## src/inc/ssecc_pkg.sv

```systemverilog
// =============================================================================
// Notes on behaviour
// - Revision register returns packed BCD revision in bits 15:0; upper half reads zero.
// - Debug-unlock enable resets to zero; when set, interrupt follows debug lock status.
// - ECC error flag sets on system RAM ECC error, holds until one written.
// - Correctable flag sets on single correctable ECC error in system RAM bank.
// - Correctable flag clears on writing one to bit 0, survives reads.
// - Error flag set with correctable flag clear means an uncorrectable error.
// - ECC interrupt enable is read/write, resets zero, gates the ECC error interrupt.
// =============================================================================
package ssecc_pkg;

    // =========================================================================
    // Register map
    // =========================================================================
    localparam logic [7:0] SSECC_OFS_REVISION   = 8'h50;
    localparam logic [7:0] SSECC_OFS_SYS_IE     = 8'h54;
    localparam logic [7:0] SSECC_OFS_ECC_ERR    = 8'h64;
    localparam logic [7:0] SSECC_OFS_ECC_CED    = 8'h68;
    localparam logic [7:0] SSECC_OFS_ECC_IE     = 8'h6C;
    localparam logic [7:0] SSECC_OFS_IRQ_STATUS = 8'h78;
    localparam logic [7:0] SSECC_OFS_IRQ_MASK   = 8'h7C;

    // =========================================================================
    // Field positions and reset values
    // =========================================================================
    localparam int         SSECC_FLD_BIT0       = 0;
    localparam int         SSECC_REV_MSB        = 15;
    localparam int         SSECC_IRQ_BITS       = 3;
    localparam int         SSECC_IRQ_DEBUG      = 0;
    localparam int         SSECC_IRQ_ECC_ERR    = 1;
    localparam int         SSECC_IRQ_ECC_CED    = 2;
    localparam logic       SSECC_RST_BIT        = 1'b0;
    localparam logic [2:0] SSECC_RST_IRQ        = 3'h0;
    localparam logic [31:0] SSECC_RST_WORD      = 32'h0000_0000;

    // Arbitrary neutral revision code; the real part supplies its own.
    localparam logic [15:0] SSECC_DEFAULT_REV   = 16'h0010;

    // =========================================================================
    // Bus carriers
    // =========================================================================
    typedef struct packed {
        logic        cyc;
        logic        stb;
        logic        we;
        logic [7:0]  adr;
        logic [3:0]  sel;
        logic [31:0] dat;
    } ssecc_wb_req_t;

    typedef struct packed {
        logic        ack;
        logic [31:0] dat;
    } ssecc_wb_rsp_t;

endpackage : ssecc_pkg

```

## src/core/ssecc_regs.sv

```systemverilog
`timescale 1ns/10ps
module ssecc_regs #(
    parameter logic [15:0] CHIP_REVISION = ssecc_pkg::SSECC_DEFAULT_REV
) (
    input  wire logic                 clk_sys,
    input  wire logic                 sys_rst,
    input  wire ssecc_pkg::ssecc_wb_req_t wb_req,
    output ssecc_pkg::ssecc_wb_rsp_t  wb_rsp,
    input  wire logic                 debug_lock_status,
    input  wire logic                 system_ram_ecc_error,
    input  wire logic                 system_ram_ecc_correctable,
    output logic                      irq_debug_unlock,
    output logic                      irq_ecc,
    output logic                      irq,
    output logic                      ecc_uncorrectable
);
    import ssecc_pkg::*;

    // =========================================================================
    // Register state
    // =========================================================================
    logic                      sys_ie_q;
    logic                      sys_ie_d;
    logic                      ecc_ie_q;
    logic                      ecc_ie_d;
    logic                      ecc_err_q;
    logic                      ecc_err_d;
    logic                      ecc_ced_q;
    logic                      ecc_ced_d;
    logic [SSECC_IRQ_BITS-1:0] irq_status_q;
    logic [SSECC_IRQ_BITS-1:0] irq_status_d;
    logic [SSECC_IRQ_BITS-1:0] irq_mask_q;
    logic [SSECC_IRQ_BITS-1:0] irq_mask_d;
    logic                      lock_prev_q;
    logic                      lock_prev_d;

    // =========================================================================
    // Bus and output state
    // =========================================================================
    ssecc_wb_rsp_t             rsp_q;
    ssecc_wb_rsp_t             rsp_d;
    logic                      irq_debug_q;
    logic                      irq_debug_d;
    logic                      irq_ecc_q;
    logic                      irq_ecc_d;
    logic                      irq_q;
    logic                      irq_d;
    logic                      uncorr_q;
    logic                      uncorr_d;

    // =========================================================================
    // Decode helpers
    // =========================================================================
    logic                      req_live;
    logic                      wr_commit;
    logic                      lane0;
    logic [SSECC_IRQ_BITS-1:0] irq_events;

    function automatic logic hit(input logic [7:0] adr, input logic [7:0] ofs);
        hit = (adr[7:2] == ofs[7:2]);
    endfunction : hit

    function automatic logic [31:0] read_mux(
        input logic [7:0]                adr,
        input logic                      sys_ie,
        input logic                      ecc_err,
        input logic                      ecc_ced,
        input logic                      ecc_ie,
        input logic [SSECC_IRQ_BITS-1:0] status,
        input logic [SSECC_IRQ_BITS-1:0] mask
    );
        logic [31:0] word;
        word = SSECC_RST_WORD;
        if (hit(adr, SSECC_OFS_REVISION)) begin
            word[SSECC_REV_MSB:0] = CHIP_REVISION;
        end else if (hit(adr, SSECC_OFS_SYS_IE)) begin
            word[SSECC_FLD_BIT0] = sys_ie;
        end else if (hit(adr, SSECC_OFS_ECC_ERR)) begin
            word[SSECC_FLD_BIT0] = ecc_err;
        end else if (hit(adr, SSECC_OFS_ECC_CED)) begin
            word[SSECC_FLD_BIT0] = ecc_ced;
        end else if (hit(adr, SSECC_OFS_ECC_IE)) begin
            word[SSECC_FLD_BIT0] = ecc_ie;
        end else if (hit(adr, SSECC_OFS_IRQ_STATUS)) begin
            word[SSECC_IRQ_BITS-1:0] = status;
        end else if (hit(adr, SSECC_OFS_IRQ_MASK)) begin
            word[SSECC_IRQ_BITS-1:0] = mask;
        end
        read_mux = word;
    endfunction : read_mux

    // A write takes effect only on the edge where the master sees ack high,
    // so a request dropped early never alters state.
    assign req_live  = wb_req.cyc & wb_req.stb;
    assign wr_commit = req_live & wb_req.we & rsp_q.ack;
    assign lane0     = wb_req.sel[0];

    assign irq_events[SSECC_IRQ_DEBUG]   = debug_lock_status & ~lock_prev_q;
    assign irq_events[SSECC_IRQ_ECC_ERR] = system_ram_ecc_error;
    assign irq_events[SSECC_IRQ_ECC_CED] = system_ram_ecc_correctable;

    // =========================================================================
    // Register next-state logic
    // =========================================================================
    always_comb begin
        sys_ie_d     = sys_ie_q;
        ecc_ie_d     = ecc_ie_q;
        ecc_err_d    = ecc_err_q;
        ecc_ced_d    = ecc_ced_q;
        irq_status_d = irq_status_q;
        irq_mask_d   = irq_mask_q;
        lock_prev_d  = debug_lock_status;

        if (wr_commit && lane0) begin
            if (hit(wb_req.adr, SSECC_OFS_SYS_IE)) begin
                sys_ie_d = wb_req.dat[SSECC_FLD_BIT0];
            end
            if (hit(wb_req.adr, SSECC_OFS_ECC_IE)) begin
                ecc_ie_d = wb_req.dat[SSECC_FLD_BIT0];
            end
            if (hit(wb_req.adr, SSECC_OFS_ECC_ERR) && wb_req.dat[SSECC_FLD_BIT0]) begin
                ecc_err_d = 1'b0;
            end
            if (hit(wb_req.adr, SSECC_OFS_ECC_CED) && wb_req.dat[SSECC_FLD_BIT0]) begin
                ecc_ced_d = 1'b0;
            end
            if (hit(wb_req.adr, SSECC_OFS_IRQ_STATUS)) begin
                irq_status_d = irq_status_q & ~wb_req.dat[SSECC_IRQ_BITS-1:0];
            end
            if (hit(wb_req.adr, SSECC_OFS_IRQ_MASK)) begin
                irq_mask_d = wb_req.dat[SSECC_IRQ_BITS-1:0];
            end
        end

        // Events are applied after clears so a coincident event is never lost.
        if (system_ram_ecc_error) begin
            ecc_err_d = 1'b1;
        end
        if (system_ram_ecc_correctable) begin
            ecc_ced_d = 1'b1;
        end
        irq_status_d = irq_status_d | irq_events;
    end

    always_ff @(posedge clk_sys) begin
        if (sys_rst) begin
            sys_ie_q     <= SSECC_RST_BIT;
            ecc_ie_q     <= SSECC_RST_BIT;
            ecc_err_q    <= SSECC_RST_BIT;
            ecc_ced_q    <= SSECC_RST_BIT;
            irq_status_q <= SSECC_RST_IRQ;
            irq_mask_q   <= SSECC_RST_IRQ;
            lock_prev_q  <= SSECC_RST_BIT;
        end else begin
            sys_ie_q     <= sys_ie_d;
            ecc_ie_q     <= ecc_ie_d;
            ecc_err_q    <= ecc_err_d;
            ecc_ced_q    <= ecc_ced_d;
            irq_status_q <= irq_status_d;
            irq_mask_q   <= irq_mask_d;
            lock_prev_q  <= lock_prev_d;
        end
    end

    // =========================================================================
    // Bus response next-state logic
    // =========================================================================
    // Every address answers; unmapped ones read zero and drop writes, which
    // keeps a stray access from hanging the bus.
    always_comb begin
        rsp_d.ack = req_live & ~rsp_q.ack;
        rsp_d.dat = rsp_q.dat;
        if (req_live && !rsp_q.ack) begin
            rsp_d.dat = read_mux(wb_req.adr, sys_ie_q, ecc_err_q, ecc_ced_q,
                                 ecc_ie_q, irq_status_q, irq_mask_q);
        end
    end

    always_ff @(posedge clk_sys) begin
        if (sys_rst) begin
            rsp_q.ack <= SSECC_RST_BIT;
            rsp_q.dat <= SSECC_RST_WORD;
        end else begin
            rsp_q <= rsp_d;
        end
    end

    // =========================================================================
    // Interrupt and status outputs
    // =========================================================================
    always_comb begin
        irq_debug_d = sys_ie_q & debug_lock_status;
        irq_ecc_d   = ecc_ie_q & ecc_err_q;
        irq_d       = |(irq_status_q & irq_mask_q);
        uncorr_d    = ecc_err_q & ~ecc_ced_q;
    end

    always_ff @(posedge clk_sys) begin
        if (sys_rst) begin
            irq_debug_q <= SSECC_RST_BIT;
            irq_ecc_q   <= SSECC_RST_BIT;
            irq_q       <= SSECC_RST_BIT;
            uncorr_q    <= SSECC_RST_BIT;
        end else begin
            irq_debug_q <= irq_debug_d;
            irq_ecc_q   <= irq_ecc_d;
            irq_q       <= irq_d;
            uncorr_q    <= uncorr_d;
        end
    end

    assign wb_rsp            = rsp_q;
    assign irq_debug_unlock  = irq_debug_q;
    assign irq_ecc           = irq_ecc_q;
    assign irq               = irq_q;
    assign ecc_uncorrectable = uncorr_q;

endmodule : ssecc_regs

```

## config.mk

```make
export PLATFORM = sky130hd
export DESIGN_NAME = ssecc_regs
export DESIGN_NICKNAME = d
export VERILOG_FILES = /design/src/inc/ssecc_pkg.sv /design/src/core/ssecc_regs.sv
export SDC_FILE = /design/constraint.sdc
export NUM_CORES = 1
export LEC_CHECK = 0
export BUFFER_PORTS_ARGS = -buffer_cell sky130_fd_sc_hd__buf_2
export CAP_MARGIN = 20
export CORE_MARGIN = 2
export CORE_UTILIZATION = 36
export CTS_BUF_LIST = sky130_fd_sc_hd__clkbuf_4 sky130_fd_sc_hd__clkbuf_8
export CTS_CLUSTER_SIZE = 12
export DETAILED_ROUTE_END_ITERATION = 16
export PLACE_DENSITY = 0.8
export SKIP_CTS_REPAIR_TIMING = 1
export SYNTH_ARGS = -nofsm -noshare
export SYNTH_HDL_FRONTEND = slang
export SYNTH_SLANG_ARGS = --single-unit
```

## constraint.sdc

```tcl
create_clock -name clk_sys -period 1 [get_ports clk_sys]
set_input_delay 0.2 -clock clk_sys [delete_from_list [all_inputs] [get_ports clk_sys]]
set_output_delay 0.2 -clock clk_sys [all_outputs]
set_load 0.05 [all_outputs]
```

==> results of run 1 <==
tightest hold or removal path: stages:
cell      delay, ns
buf_2          0.10
nand2b_1       0.06
a21oi_1        0.06
final timing paths:
check	cells past startpoint	slack, ns	end	start
worst max-delay path	4	-0.20	ecc_ie_q$_SDFFE_PP0P_	wb_rsp[32]$_SDFF_PP0_
worst min-delay path	3	0.16	irq_status_q[0]$_SDFF_PP0_	debug_lock_status
worst min register to register	2	0.49	wb_rsp[1]$_SDFFE_PP0P_	wb_rsp[1]$_SDFFE_PP0P_
worst max register to register	4	-0.20	ecc_ie_q$_SDFFE_PP0P_	wb_rsp[32]$_SDFF_PP0_
power breakdown:
part | internal [mW] | switching, mW | leakage, nW
combinational | 0.108 | 0.337 | 0.471
clock | 0.405 | 0.247 | 0.0279
sequential | 0.816 | 0.0143 | 0.168
final cells by class:
class,instances,area (µm²),area share [%]
Tap cell,33,41.3,2.83
Multi-Input combinational cell,102,601,41.1
Sequential cell,20,414,28.3
Inverter,5,18.8,1.28
Clock buffer,3,22.5,1.54
Timing Repair Buffer,43,334,22.9
Clock inverter,1,30.0,2.05
state kept, by name (all words and copies together) (netlist names):
name	cells
ecc_ie_q	1
irq_mask_q	3
wb_rsp	5
irq_ecc	1
ecc_ced_q	1
sys_ie_q	1
ecc_uncorrectable	1
irq_status_q	3
lock_prev_q	1
irq	1
ecc_err_q	1
irq_debug_unlock	1
cell usage after synthesis, drive strengths merged, types with 2 or more instances:
| cell type | n |
|---|---|
| a21oi | 12 |
| a22oi | 2 |
| and2 | 2 |
| and3 | 2 |
| buf | 31 |
| dfxtp | 20 |
| inv | 5 |
| mux2i | 3 |
| nand2 | 6 |
| nand2b | 3 |
| nand3 | 7 |
| nand4 | 2 |
| nor2 | 6 |
| nor2b | 2 |
| o21ai | 10 |
| or3 | 3 |
metal layers:
metal	share of wire [%]	track usage, %	vias up
li1	-	-	487
met1	44	16.9	449
met2	50	24.4	35
met3	5.0	2.16	2
met4	1.2	4.76	0
met5	0	0	-
through the flow:
step / std cells / util (%) / worst slack (ns)
global placement: 203 / 43.2 / -0.255
CTS: 207 / 45.0 / -0.227
finish: 207 / 48.7 / -0.199
detailed placement: 203 / 43.2 / -0.267
floorplan: 159 / - / -0.258
global route: 207 / 48.7 / -0.258
layout by cell type, fill, tap and decap left out, types with 2 or more instances in the layout:
master and count:
clkbuf_4 3, or3_4 2, dfxtp_2 8, inv_1 5, mux2i_1 3, nor2b_1 2
a21oi_2 3, buf_2 18, nand3_1 6, dfxtp_1 11, a22oi_1 2, nor2_1 5
nand2b_1 3, conb_1 28, and3_2 2, nand2_1 5, o21ai_0 5, buf_6 3
nand4_1 2, a21oi_1 9, buf_4 16, buf_8 6, o21ai_1 5
cell families (layout without fill, tap and decap cells):
kind of cell | Yosys count | after routing | synth area share [%]
AND/OR/NAND/NOR | 40 | 40 | 22.1
other | 1 | 28 | 0.335
multiplexers | 4 | 4 | 3.69
flip-flops | 20 | 20 | 35.8
AO/OA/AOI/OAI | 30 | 30 | 15.5
buffers and inverters | 37 | 52 | 22.6
==> flow_summary_export.csv, run 1 <==
group,metric,value,unit
global_route,grt_max_degree,13,
power_and_ir_drop,power_density,1320,mW/mm²
critical_path,crit_path_cell_trace,"and4_4 -> nand3_4 -> or3_4 -> a21oi_2",
floorplanning,die_area,0.00357,mm²
status,status,"finished, violations left",
floorplanning,core,0.00300,mm²
sta,finalHoldViolCount,0,
clocking,clk_latency,0.30,ns
global_route,gr-total-overflow,0,
critical_path,crit_type,"reg2reg",
sta,clock_skew,0.00707,ns
critical_path,path_buf_inv,0,
floorplanning,ios,89,
detailed_routing,drtIter0Drc,35,
floorplanning,row_count,20,
global_route,grt_usage,13.8,%
power_and_ir_drop,power_leakage,0.667,nW
critical_path,crit_required,1.25,ns
synth,synth_largest_area_cell,"dfxtp_1",
synth,synth_enable_flop_cells,0,
clocking,cts_buffers,3,
sta,fin_crit_sh,120,%
clocking,cts_buffer_depth,2,
status,violations,"setup timing",
critical_path,crit_family,"simple AND/OR/NAND/NOR gates",
critical_path,cpPeakStageDelay,0.36,ns
clocking,clockRootBuffer,"clkbuf_4",
flow_run,drv_cap,0,
synth,ys_seq_area_share,35.8,%
cells_and_area,n_antenna_cell,0,
critical_path,crit_slowest_cell,"dfxtp_4",
detailed_routing,firstDrtPassIters,4,
critical_path,startpoint_type,"register",
detailed_routing,num_vias,973,
placed_design,placed_cell_area,0.00130,mm²
synth,synth_area_leaders,"dfxtp_1 (36%), buf_4 (19%), a21oi_1 (5.4%)",
cells_and_area,drive_gt1_share,41.4,%
power_and_ir_drop,p_total,1.93,mW
clocking,htreeDepth,1,
sta,maxSlewViolCount,0,
global_route,antenna_found_initial,0,
clocking,clkSlewWorstSetupHoldPaths,0.12,ns
synth,synth.cell_area,0.00112,mm²
synth,synth-seq-cells,20,
global_route,grt_pass1_wl,3750,µm
placed_design,port_buffers,26,
detailed_routing,wl_per_cell,11.1,µm
detailed_routing,drc_errors,0,
placed_design,gp_congestion,0.804,
synth,synth_cell_type_count,39,
sta,hold_ws,0.155,ns
clocking,cts_tree,"yes",
worst_hold_path,hp-class,"in2reg",
critical_path,arrival,1.45,ns
floorplanning,die_h,59.8,µm
global_route,grt_pass1_vias,890,
synth,synthArstFlopShare,0,%
sta,finalCriticalPeriod,1.20,ns
synth,synthCells,132,
sta,fmax,0.834,GHz
power_and_ir_drop,max-vdd-ir-drop,437,µV
synth,yosys_warnings,0,
cells_and_area,fin_area,0.00146,mm²
synth,syn_avg_cell_area,8.48,µm²
cells_and_area,areaGrowthSynthToFinish,30.5,%
sta,setup-violations-final,15,
floorplanning,fp.dieW,59.8,µm
sta,tns,-1.41,ns
sta,setup_ws,-0.199,ns
synth,ys.flop_type,"dfxtp_1",
floorplanning,start_util,37.3,%
detailed_routing,viasPerCell,4.70,
detailed_routing,drtAntennaViolNets,0,
synth,netlist.area_leader.share,35.8,%
critical_path,critical_path.max_fanout,6,
cells_and_area,fin_nets,227,
sta,rsz0062_at_grt,"true",
clocking,clock-sinks,20,
critical_path,crit_path_end_kind,"register",
placed_design,place_hpwl,1830,µm
cells_and_area,n_fill_cell,297,
detailed_routing,wl,2290,µm
Note: power is estimated with default switching activity, not from simulation.
==> inputs of run 2 (changes only) <==
--- a/config.mk
+++ b/config.mk
@@ -7,11 +7,14 @@
 export LEC_CHECK = 0
 export BUFFER_PORTS_ARGS = -buffer_cell sky130_fd_sc_hd__buf_2
 export CAP_MARGIN = 20
+export CELL_PAD_IN_SITES_DETAIL_PLACEMENT = 0
+export CELL_PAD_IN_SITES_GLOBAL_PLACEMENT = 2
 export CORE_MARGIN = 2
-export CORE_UTILIZATION = 36
+export CORE_UTILIZATION = 18
 export CTS_BUF_LIST = sky130_fd_sc_hd__clkbuf_4 sky130_fd_sc_hd__clkbuf_8
 export CTS_CLUSTER_SIZE = 12
 export DETAILED_ROUTE_END_ITERATION = 16
+export GPL_TIMING_DRIVEN = 0
 export PLACE_DENSITY = 0.8
 export SKIP_CTS_REPAIR_TIMING = 1
 export SYNTH_ARGS = -nofsm -noshare
==> run 2 against run 1 <==
  * The run still ends with setup timing left
  * Critical path depth unchanged
  * Clock skew increased by 0.0042 ns
  * Register-to-register slack got worse by 0.03 ns
  * Maximum frequency decreased by 2.5%
  * Clock power increased by 27%
  * Utilization decreased by 21 points
  * Critical path type unchanged
  * Critical endpoint unchanged
  * Highest routed layer unchanged
==> flow_summary_export.csv, run 2 (synthesized netlist as in run 1, its figures left out) <==
group,metric,value,unit
detailed_routing,wl,2800,µm
placed_design,pre_cts_ws,-0.308,ns
clocking,clock-sinks,20,
sta,clock_skew,0.0112,ns
floorplanning,fp.dieW,82.9,µm
global_route,antenna_found_initial,0,
placed_design,gp_congestion,0.720,
cells_and_area,n_fill_cell,662,
power_and_ir_drop,power_density,1310,mW/mm²
sta,tns,-1.95,ns
clocking,htreeDepth,1,
floorplanning,core,0.00596,mm²
power_and_ir_drop,power_leakage,0.781,nW
cells_and_area,fin_cells,269,
critical_path,crit_path_cell_trace,"and4_4 -> nand3_4 -> or3_1 -> a21oi_1",
cells_and_area,drive_gt1_share,43.8,%
cells_and_area,largest_reg_flops,5,
critical_path,crit_slowest_cell,"or3_1",
global_route,gr-total-overflow,0,
cells_and_area,final_common_cell,"buf_4",
global_route,grt_pass1_vias,925,
sta,hold_ws,0.192,ns
cells_and_area,n_antenna_cell,0,
detailed_routing,num_vias,1026,
critical_path,crit_path_end_kind,"register",
critical_path,ff2ff_path_depth,4,
sta,fmax,0.813,GHz
sta,setup-violations-final,15,
detailed_routing,drtAntennaViolNets,0,
clocking,clockRootBuffer,"clkbuf_8",
clocking,cts_buffer_depth,2,
floorplanning,die_h,82.9,µm
placed_design,placed_cell_area,0.00145,mm²
clocking,cts_tree,"yes",
power_and_ir_drop,clockPowerShare,38.3,%
critical_path,arrival,1.42,ns
sta,finalCriticalPeriod,1.23,ns
power_and_ir_drop,p_int,1.51,mW
power_and_ir_drop,seqPwrFrac,38.3,%
detailed_routing,viasPerCell,3.81,
critical_path,critical_path.max_fanout,4,
clocking,clk_latency,0.27,ns
worst_hold_path,hold_depth,3,
power_and_ir_drop,combinationalPowerShare,23.4,%
placed_design,port_buffers,25,
flow_run,drv_cap,0,
critical_path,r2r-start,"wb_rsp[32]$_SDFF_PP0_",
floorplanning,die_area,0.00687,mm²
power_and_ir_drop,netSwitchingPower,659,µW
sta,maxSlewViolCount,0,
floorplanning,ios,89,
status,status,"finished, violations left",
global_route,grt_pass1_wl,4270,µm
worst_hold_path,hp-class,"in2reg",
clocking,clkSlewWorstSetupHoldPaths,0.09,ns
worst_hold_path,min-delay-start,"debug_lock_status",
cells_and_area,fin_nets,247,
detailed_routing,drc_errors,0,
placed_design,place_hpwl,2140,µm
floorplanning,row_count,28,
power_and_ir_drop,p_sw_share,30.4,%
clocking,cts_buffers,3,
cells_and_area,areaGrowthSynthToFinish,48.4,%
status,violations,"setup timing",
detailed_routing,drtIter0Drc,76,
power_and_ir_drop,max-vdd-ir-drop,453,µV
critical_path,crit_required,1.19,ns
critical_path,startpoint_type,"register",
cells_and_area,most-common-layout-cells,"buf_4 (34), conb_1 (28), buf_2 (18)",
sta,fin_crit_sh,123,%
critical_path,cp-startpoint,"wb_rsp[32]$_SDFF_PP0_",
global_route,grt_max_degree,13,
sta,finalHoldViolCount,0,
sta,setup_ws,-0.230,ns
global_route,grt_usage,7.66,%
floorplanning,start_util,18.8,%
cells_and_area,fin_area,0.00166,mm²
placed_design,dp_cells,259,
detailed_routing,firstDrtPassIters,4,
detailed_routing,wl_per_cell,10.4,µm
sta,rsz0062_at_grt,"true",
critical_path,crit_type,"reg2reg",
critical_path,cpPeakStageDelay,0.36,ns
[run 2: metal layers]
layer  vias up  track usage, %  wire [µm]
li1        525               -          -
met1       465            9.17       1270
met4         0            3.58         38
met3         4            1.99        157
met2        32            12.8       1330
met5         -               0          0
[run 2: power by group through the flow]
stage	registers [mW]	logic, mW	clock network [mW]
finish	0.831	0.508	0.830
global route	0.834	0.537	0.885
CTS	0.831	0.485	0.840
detailed placement	0.849	0.485	0
global placement	0.849	0.484	0
floorplan	0.859	0.400	0
[run 2: stage by stage]
step	util, %	total power, mW
global route	27.9	2.26
CTS	25.6	2.16
floorplan	-	1.26
finish	27.9	2.17
detailed placement	24.4	1.33
global placement	24.4	1.33
[run 2: cell type report]
| cell class | instances | area [µm²] | area share [%] |
|---|---|---|---|
| timing repair buffer | 31 | 224 | 13.5 |
| multi-input combinational | 102 | 609 | 36.7 |
| sequential | 20 | 410 | 24.7 |
| clock inverter | 1 | 30.0 | 1.81 |
| buffer | 32 | 234 | 14.1 |
| tap | 75 | 93.8 | 5.65 |
| inverter | 5 | 18.8 | 1.13 |
| clock buffer | 3 | 41.3 | 2.48 |
[run 2: final timing paths]
kind | slack, ns | to
hold / removal | 0.19 | irq_status_q[0]$_SDFF_PP0_
setup reg to reg | -0.23 | ecc_ie_q$_SDFFE_PP0P_
hold reg to reg | 0.47 | wb_rsp[2]$_SDFFE_PP0P_
setup / recovery | -0.23 | ecc_ie_q$_SDFFE_PP0P_
[run 2: worst max-delay path: cells and delay by family, from the launching register on]
family | cells | cell delay (ns)
flip-flops | 1 | 0.35
AND/OR/NAND/NOR | 3 | 0.68
AO/OA/AOI/OAI | 1 | 0.12
